**src/design/dsm_defines.svh**
```systemverilog
`ifndef DSM_DEFINES_SVH
`define DSM_DEFINES_SVH

// ----------------------------------------
// register offsets (byte addresses, low 12 address bits)
// ----------------------------------------
`define DSM_OFS_CFG 12'h000
`define DSM_OFS_TEST 12'h004
`define DSM_OFS_IRQW 12'h008
`define DSM_OFS_STAT 12'h00c
`define DSM_OFS_MASK 12'h010
`define DSM_RAM_BASE 12'h100
`define DSM_RAM_LAST 12'h1fc

// ----------------------------------------
// module configuration fields
// ----------------------------------------
`define DSM_CFG_STOP 15
`define DSM_CFG_FREEZE_HALT_SELECT 14
`define DSM_CFG_FREEZE_SPARE_BIT 13
`define DSM_CFG_IARB_HI 3
`define DSM_CFG_RST 16'h8000
`define DSM_CFG_MASK 32'h0000e00f

// ----------------------------------------
// interrupt level / vector word
// ----------------------------------------
`define DSM_LVQ_HI 13
`define DSM_LVQ_LO 11
`define DSM_LVS_HI 10
`define DSM_LVS_LO 8
`define DSM_VEC_RST 8'h0f
`define DSM_LVL_OFF 3'h0

// ----------------------------------------
// status / mask bits
// ----------------------------------------
`define DSM_EV_W 3
`define DSM_EV_HALT 0
`define DSM_EV_RESUME 1
`define DSM_EV_STOP 2

`endif

```
**src/design/dsm_pkg.sv**
```systemverilog
package dsm_pkg;
	// apb slave phase, one-hot
	typedef enum logic [1:0] {
		DSM_ST_IDLE = 2'b01,
		DSM_ST_RESP = 2'b10
	} dsm_apb_st_t;

	// which submodule owns the presented vector
	typedef enum logic {
		DSM_SRC_ASYNC = 1'b0,
		DSM_SRC_QUEUED = 1'b1
	} dsm_src_t;
endpackage

```
**src/design/dsm_ram.sv**
```systemverilog
`timescale 1ns/1ps
// ----------------------------------------
// queue ram, registered read port
// ----------------------------------------
module dsm_ram #(
	parameter int DW = 16,
	parameter int AW = 6
) (
	input wire logic pclk,
	input wire logic presetn,
	input wire logic we,
	input wire logic [AW-1:0] waddr,
	input wire logic [DW-1:0] wdata,
	input wire logic [AW-1:0] raddr,
	output logic [DW-1:0] rdata
);
	logic [DW-1:0] mem [0:(1<<AW)-1];

	// storage write, no reset so it maps to ram cells
	always_ff @(posedge pclk) begin
		if (we) begin
			mem[waddr] <= wdata;
		end
	end

	// read data out of a flop
	always_ff @(posedge pclk or negedge presetn) begin
		if (!presetn) begin
			rdata <= '0;
		end else begin
			rdata <= mem[raddr];
		end
	end
endmodule

```
**src/design/dsm_irq_arb.sv**
```systemverilog
`timescale 1ns/1ps
// ----------------------------------------
// request level encode and submodule priority
// ----------------------------------------
module dsm_irq_arb
	import dsm_pkg::*;
(
	input wire logic [2:0] lvl_queued,
	input wire logic [2:0] lvl_async,
	input wire logic req_queued,
	input wire logic req_async,
	output logic [7:1] lines,
	output dsm_src_t winner
);
	// level to request line, zero level gives no line
	function automatic logic [7:1] lvl_line(input logic [2:0] lvl, input logic req);
		logic [7:1] l;
		l = '0;
		if (req && lvl != 3'h0) begin
			l[lvl] = 1'b1;
		end
		return l;
	endfunction

	wire logic act_q = req_queued && (lvl_queued != 3'h0);
	wire logic act_s = req_async && (lvl_async != 3'h0);

	// queued port wins ties; higher level wins otherwise
	assign lines = lvl_line(lvl_queued, req_queued) | lvl_line(lvl_async, req_async);
	assign winner = (act_q && (!act_s || lvl_queued >= lvl_async)) ? DSM_SRC_QUEUED : DSM_SRC_ASYNC;
endmodule

```
**src/design/dsm_global_ctrl.sv**
```systemverilog
// The address map and the APB slave port are this design's own decisions.
`timescale 1ns/1ps
`include "dsm_defines.svh"
// Notes on behaviour
// - stop bit set gates the module clock and enters low power
// - config register stays readable while stopped; others may read zero
// - ram reads not needed while stopped; ram and register writes still land
// - stop set by software write and by reset
// - freeze with halt select set halts queued port at next transfer boundary
// - spare freeze bit stores but changes nothing
// - unimplemented bits ignore writes and read zero
// - address top bit of decode comes from module map bit
// - level and vector registers are bytes sharing one word
// - one vector register serves both submodules
// - 3-bit level picks request line; 7 highest, 0 disables
// - equal nonzero levels: queued port request beats async request
// - vector bit zero supplied by module, writes ignored, reads one
// - reset loads vector with the uninitialised vector number
module dsm_global_ctrl
	import dsm_pkg::*;
#(
	parameter int ADDR_W = 24,
	parameter int RAM_AW = 6
) (
	input wire logic pclk,
	input wire logic presetn,
	input wire logic psel,
	input wire logic penable,
	input wire logic pwrite,
	input wire logic [ADDR_W-1:0] paddr,
	input wire logic [31:0] pwdata,
	input wire logic [3:0] pstrb,
	output logic [31:0] prdata,
	output logic pready,
	output logic pslverr,
	input wire logic freeze,
	input wire logic module_map_bit,
	input wire logic transfer_boundary,
	input wire logic queued_irq_req,
	input wire logic async_irq_req,
	output logic run_clk_en,
	output logic queued_freeze_halt,
	output logic [7:1] irq_lines,
	output logic [7:0] irq_vector,
	output logic irq
);
	// ----------------------------------------
	// state
	// ----------------------------------------
	dsm_apb_st_t st_reg, st_next;
	logic [15:0] cfg_reg;
	logic [5:0] lvl_reg;
	logic [7:1] vec_reg;
	logic [`DSM_EV_W-1:0] stat_reg, stat_next, mask_reg, ev;
	logic halt_reg;
	logic [31:0] rdata_mux;
	logic [15:0] ram_q;
	logic [7:1] arb_lines;
	dsm_src_t arb_win;

	// ----------------------------------------
	// address decode
	// ----------------------------------------
	wire logic [11:0] ofs = paddr[11:0];
	wire logic map_ok = (paddr[ADDR_W-1] == module_map_bit);
	wire logic hit_cfg = map_ok && ofs == `DSM_OFS_CFG;
	wire logic hit_test = map_ok && ofs == `DSM_OFS_TEST;
	wire logic hit_irqw = map_ok && ofs == `DSM_OFS_IRQW;
	wire logic hit_stat = map_ok && ofs == `DSM_OFS_STAT;
	wire logic hit_mask = map_ok && ofs == `DSM_OFS_MASK;
	wire logic hit_ram = map_ok && ofs >= `DSM_RAM_BASE && ofs <= `DSM_RAM_LAST && ofs[1:0] == 2'b00;
	wire logic hit_any = hit_cfg || hit_test || hit_irqw || hit_stat || hit_mask || hit_ram;
	wire logic stopped = cfg_reg[`DSM_CFG_STOP];

	// first access cycle launches the answer; write lands one edge later
	wire logic acc_start = psel && penable && st_reg == DSM_ST_IDLE;
	wire logic wr_fire = psel && penable && pwrite && st_reg == DSM_ST_RESP && hit_any;
	wire logic [RAM_AW-1:0] ram_idx = paddr[RAM_AW+1:2];

	// ----------------------------------------
	// apb phase machine
	// ----------------------------------------
	always_comb begin
		st_next = st_reg;
		case (st_reg)
			DSM_ST_IDLE: begin
				if (acc_start) begin
					st_next = DSM_ST_RESP;
				end
			end
			DSM_ST_RESP: begin
				st_next = DSM_ST_IDLE;
			end
			default: begin
				st_next = DSM_ST_IDLE;
			end
		endcase
	end

	always_ff @(posedge pclk or negedge presetn) begin
		if (!presetn) begin
			st_reg <= DSM_ST_IDLE;
		end else begin
			st_reg <= st_next;
		end
	end

	// ----------------------------------------
	// read mux
	// ----------------------------------------
	// while stopped only the config word is promised, so the rest reads zero;
	// that keeps gated state from leaking stale values onto the bus
	always_comb begin
		rdata_mux = 32'h0;
		if (hit_cfg) begin
			rdata_mux = {16'h0, cfg_reg} & `DSM_CFG_MASK;
		end else if (stopped) begin
			rdata_mux = 32'h0;
		end else if (hit_irqw) begin
			rdata_mux = {18'h0, lvl_reg, vec_reg, 1'b1};
		end else if (hit_stat) begin
			rdata_mux = {{(32-`DSM_EV_W){1'b0}}, stat_reg};
		end else if (hit_mask) begin
			rdata_mux = {{(32-`DSM_EV_W){1'b0}}, mask_reg};
		end else if (hit_ram) begin
			rdata_mux = {16'h0, ram_q};
		end
	end

	// answer flops: pready one cycle after the first access cycle
	always_ff @(posedge pclk or negedge presetn) begin
		if (!presetn) begin
			pready <= 1'b0;
			pslverr <= 1'b0;
			prdata <= 32'h0;
		end else begin
			pready <= acc_start;
			pslverr <= acc_start && !hit_any;
			prdata <= (acc_start && !pwrite) ? rdata_mux : 32'h0;
		end
	end

	// ----------------------------------------
	// configuration, level and vector registers
	// ----------------------------------------
	// writes land whether or not stop is set; test word is write-ignored
	always_ff @(posedge pclk or negedge presetn) begin
		if (!presetn) begin
			cfg_reg <= `DSM_CFG_RST;
			lvl_reg <= 6'h0;
			vec_reg <= 7'(`DSM_VEC_RST >> 1);
			mask_reg <= '0;
		end else if (wr_fire) begin
			if (hit_cfg && pstrb[1]) begin
				cfg_reg[15:8] <= pwdata[15:8] & 8'he0;
			end
			if (hit_cfg && pstrb[0]) begin
				cfg_reg[7:0] <= pwdata[7:0] & 8'h0f;
			end
			if (hit_irqw && pstrb[1]) begin
				lvl_reg <= pwdata[`DSM_LVQ_HI:`DSM_LVS_LO];
			end
			if (hit_irqw && pstrb[0]) begin
				vec_reg <= pwdata[7:1];
			end
			if (hit_mask && pstrb[0]) begin
				mask_reg <= pwdata[`DSM_EV_W-1:0];
			end
		end
	end

	// ----------------------------------------
	// queue ram
	// ----------------------------------------
	dsm_ram #(
		.DW(16),
		.AW(RAM_AW)
	) u_ram (
		.pclk(pclk),
		.presetn(presetn),
		.we(wr_fire && hit_ram && pstrb[1:0] == 2'b11),
		.waddr(ram_idx),
		.wdata(pwdata[15:0]),
		.raddr(ram_idx),
		.rdata(ram_q)
	);

	// ----------------------------------------
	// freeze halt and clock gate
	// ----------------------------------------
	// the spare freeze bit is deliberately not read here
	wire logic halt_set = freeze && cfg_reg[`DSM_CFG_FREEZE_HALT_SELECT] && transfer_boundary && !stopped;
	always_ff @(posedge pclk or negedge presetn) begin
		if (!presetn) begin
			halt_reg <= 1'b0;
			run_clk_en <= 1'b0;
			queued_freeze_halt <= 1'b0;
		end else begin
			if (!freeze) begin
				halt_reg <= 1'b0;
			end else if (halt_set) begin
				halt_reg <= 1'b1;
			end
			run_clk_en <= !stopped;
			queued_freeze_halt <= halt_reg;
		end
	end

	// ----------------------------------------
	// event status and interrupt
	// ----------------------------------------
	// a set in the same cycle as a write-one clear wins
	assign ev[`DSM_EV_HALT] = halt_set && !halt_reg;
	assign ev[`DSM_EV_RESUME] = halt_reg && !freeze;
	assign ev[`DSM_EV_STOP] = wr_fire && hit_cfg && pstrb[1] && pwdata[`DSM_CFG_STOP] && !stopped;
	assign stat_next = (stat_reg & ~((wr_fire && hit_stat && pstrb[0]) ? pwdata[`DSM_EV_W-1:0] : '0)) | ev;

	always_ff @(posedge pclk or negedge presetn) begin
		if (!presetn) begin
			stat_reg <= '0;
			irq <= 1'b0;
		end else begin
			stat_reg <= stat_next;
			irq <= |(stat_next & mask_reg);
		end
	end

	// ----------------------------------------
	// serial request arbitration
	// ----------------------------------------
	dsm_irq_arb u_arb (
		.lvl_queued(lvl_reg[5:3]),
		.lvl_async(lvl_reg[2:0]),
		.req_queued(queued_irq_req),
		.req_async(async_irq_req),
		.lines(arb_lines),
		.winner(arb_win)
	);

	// bit zero names the source, upper bits are shared
	always_ff @(posedge pclk or negedge presetn) begin
		if (!presetn) begin
			irq_lines <= '0;
			irq_vector <= `DSM_VEC_RST;
		end else begin
			irq_lines <= arb_lines;
			irq_vector <= {vec_reg, arb_win};
		end
	end
endmodule

```
**config.mk**
```make
export PLATFORM = sky130hd
export DESIGN_NAME = dsm_global_ctrl
export DESIGN_NICKNAME = d
export VERILOG_FILES = /design/src/design/dsm_pkg.sv /design/src/design/dsm_ram.sv /design/src/design/dsm_irq_arb.sv /design/src/design/dsm_global_ctrl.sv
export VERILOG_INCLUDE_DIRS = /design/src /design/src/design
export SDC_FILE = /design/constraint.sdc
export NUM_CORES = 1
export LEC_CHECK = 0
export BUFFER_PORTS_ARGS = -buffer_cell sky130_fd_sc_hd__buf_4
export CORE_MARGIN = 1
export CORE_UTILIZATION = 55
export CTS_BUF_LIST = sky130_fd_sc_hd__clkbuf_8
export DETAILED_ROUTE_END_ITERATION = 12
export HOLD_SLACK_MARGIN = 0.08
export PLACE_DENSITY = 0.84
export SLEW_MARGIN = 20
export SYNTH_ARGS = -nofsm -noshare
export SYNTH_HDL_FRONTEND = slang
export SYNTH_SLANG_ARGS = --single-unit
export TNS_END_PERCENT = 10
```
**constraint.sdc**
```tcl
create_clock -name pclk -period 3 [get_ports pclk]
set_clock_uncertainty 0.2 [all_clocks]
set_input_delay 0.3 -clock pclk [delete_from_list [all_inputs] [get_ports pclk]]
set_output_delay 0.3 -clock pclk [all_outputs]
set_load 0.005 [all_outputs]
```
==> results_dict.tcl <==
set metrics [dict create \
    status "complete, but fails checks" \
    failed_checks "setup timing" \
    worst_path_most_repeated_cell "dlygate4sd3_1" \
    crit_buf_inv 5 \
    synth.mux.area_fraction_pct 11.7 \
    clk_pin_slew_ns 0.06 \
    worstReg2RegEnd "u_ram.mem[2][10]" \
    final.setup.tns_ns -0.108 \
    drive_above_1_share_pct 22.6 \
    max_stage_delay_ns 0.66 \
    io_pins 122 \
    synth_xor_area_share_pct 0.0204 \
    layout_min_cycle_time_ns 3.11 \
    synth_top_family_by_area "multiplexers" \
    wire_per_inst_um 29.3 \
    tritoncts "yes" \
    path_cells "dlygate4sd3_1, buf_4, xnor2_1, buf_4, dlygate4sd3_1, and4_2, nand4_1, dlygate4sd3_1, a21oi_1, o221ai_1" \
    ys_types 69 \
    cts_max_path_buffers 3 \
    routed_wirelength_mm 113 \
    layout.nets 2783 \
    drt_iter0_drc 3769 \
    start_util_pct 55.5 \
    drc 0 \
    worst_pin_slew_ns 1.07 \
    syn_avg_cell_area_um2 18.3 \
    gp_congestion 0.926 \
    synth-simple-area-share_pct 3.48 \
    finalSetupViolations 1 \
    synth_compound_area_share_pct 6.00 \
    slew_viol_final 0 \
    hp-start "paddr[4]" \
    r2r-start "st_reg[0]" \
    drtAntennaViolNets 0 \
    top_regs "u_ram.mem x1024, prdata x16, u_ram.rdata x16" \
    cts_root_buf "clkbuf_8" \
    grt_use_total_pct 28.8 \
    hold_class "in -> reg" \
    cts.sinks 1105 \
    crit_required_ns 3.49 \
    power.leakage_nw 17.4 \
    end_kind "flip-flop" \
    reg2reg_depth 7 \
    htreeDepth 4 \
    overflow 0 \
    crit_family "buffers and inverters" \
    ys_seq_area_share_pct 76.2 \
    fp.dieH_um 282 \
    p_total_mw 29.8 \
    num_vias 25408 \
    critPathLaunchType "input port" \
    grt_pass1_wl_mm 164 \
    clk_latency_ns 0.85 \
    crit_arrival_ns 3.59 \
    grt_max_degree 82 \
    layout_setup_ws_ns -0.108 \
    chipWidth_um 282 \
    syn_inst 2350 \
    synthArstFlopShare_pct 7.33 \
    irDropWorstVdd_mv 0.474 \
    timing.fmax_mhz 322 \
    hold_end "u_ram.rdata[12]" \
    cpMaxStageDelayCell "dlygate4sd3_1" \
    antenna_found_initial 4 \
    critical_path_class "in -> reg" \
    syn_to_final_growth_pct 15.0 \
    port-buffer-count 76 \
    synth_edf_count 1024 \
    routed_via_density 6.56 \
    min_period_over_period_pct 104 \
    firstDrtPassIters 7 \
    synth_adder_area_share_pct 0.0873 \
    grt_pass1_vias 25854 \
    floorplan.rows 102 \
    finalHoldViolCount 0 \
    die_area_um2 79300 \
    core-area_um2 77500 \
    synth_warnings 0 \
    final_util_pct 63.9 \
    powerDensity_nw_per_um2 601 \
    hpwlAfterDp_mm 66.5 \
    drv_cap 0 \
    syn_area_um2 43000 \
    synth-main-ff-cell "edfxtp_1" \
    crit_path_max_fanout 7 \
    top_register "u_ram.mem" \
    min_delay_path_depth 4 \
    largest_reg_flops 1024 \
    slew-limit-headroom_pct 27.7 \
    synth_seq_cells 1105 \
    r2r_slack_ns 0.35 \
    cts_buffers 162 \
    rsz0062_at_grt "true" \
]
-- routing by layer --
metal / track usage, % / routed length (µm) / vias up
li1: - / - / 10252
met2: 45.2 / 53800 / 2086
met4: 17.3 / 6740 / 6
met3: 7.94 / 13900 / 497
met1: 35.8 / 38900 / 12567
met5: 0 / 37 / -
-- what timing repair did --
| item | 4_1_cts | 5_1_grt |
|---|---|---|
| setup endpoints to repair | 0 | 35 |
| hold buffers | 50 | 0 |
| gates resized for setup | 0 | 10 |
| endpoints found under the hold margin | 1291 | 0 |
| buffers inserted | 0 | 3 |
-- power by group --
| part | switching (mW) | internal [mW] |
|---|---|---|
| logic | 1.04 | 0.540 |
| clock network | 5.71 | 5.54 |
| registers | 0.0574 | 16.9 |
| total | 6.80 | 22.9 |
-- cell families after synthesis --
family                     count (synthesis)
DFF                                     1105
muxes                                    420
AOI/OAI and AO/OA                        348
and+or+nand+nor                          288
buffers and inverters                    184
adders and majority gates                  3
other                                      1
xor gates and xnor gates                   1
-- stage by stage --
stage | hold slack, ns | worst slack, ns | cell area, µm² | std cells
finish | 0.140 | -0.108 | 49500 | 3876
global route | 0.161 | -0.118 | 49500 | 3874
CTS | 0.0808 | 0.00368 | 49400 | 3872
detailed placement | 0.170 | 0.105 | 45900 | 3534
global placement | 0.167 | 0.148 | 45900 | 3534
floorplan | -0.196 | -0.118 | 43100 | 2365
-- cell type report --
| class | count | area (µm²) |
|---|---|---|
| flip-flops and latches | 1105 | 32800 |
| multi-input cells | 1076 | 9340 |
| fillers | 4878 | 28000 |
| clock inverters | 118 | 631 |
| clock buffers | 170 | 2340 |
| repair buffers | 335 | 2960 |
| inverters | 30 | 113 |
| diodes | 2 | 5.00 |
| well taps | 1040 | 1300 |
-- worst max-delay path by stage --
| stage | startpoint | endpoint | cells after the start |
|---|---|---|---|
| 6_report | module_map_bit | irq | 10 |
| 5_1_grt | module_map_bit | irq | 10 |
| 4_1_cts | module_map_bit | prdata[0] | 10 |
| 3_5_place_dp | paddr[5] | mask_reg[0] | 5 |
| 3_3_place_gp | paddr[2] | u_ram.rdata[4] | 7 |
| 2_1_floorplan | paddr[2] | u_ram.mem[33][0] | 7 |
-- synthesized netlist by cell type (all sizes together), types with 21 or more instances --
cell type  number  area, µm²
a22oi         111        833
nand2          42        158
inv            30        113
o21ai          28        140
nor2           87        327
a21oi          22        110
dfrtp          72       1800
mux2i         303       3030
buf           104        757
mux4           61       1370
mux2           56        631
o22ai          51        319
nand3          53        265
clkbuf         50        188
o221ai         57        499
edfxtp       1024      30700
a221oi         21        190
-- worst min-delay path, delay by kind of cell --
kind	cells	cell delay [ns]
AND/OR/NAND/NOR	2	0.41
buffers and inverters	1	0.27
AO/OA/AOI/OAI	1	0.14
-- cell usage in the layout, fill, tap and decap left out, drive strengths merged, types with 22 or more instances in the layout --
cell type       n
nand2          42
edfxtp       1024
mux4           61
o21ai          28
nand3          53
o221ai         57
mux2i         303
inv            98
dfrtp          72
clkinv         45
buf           286
a21oi          22
mux2           56
nor2           87
clkbuf        170
dlygate4sd3    47
o22ai          51
a22oi         111
Power figures use the tool's default switching activity.
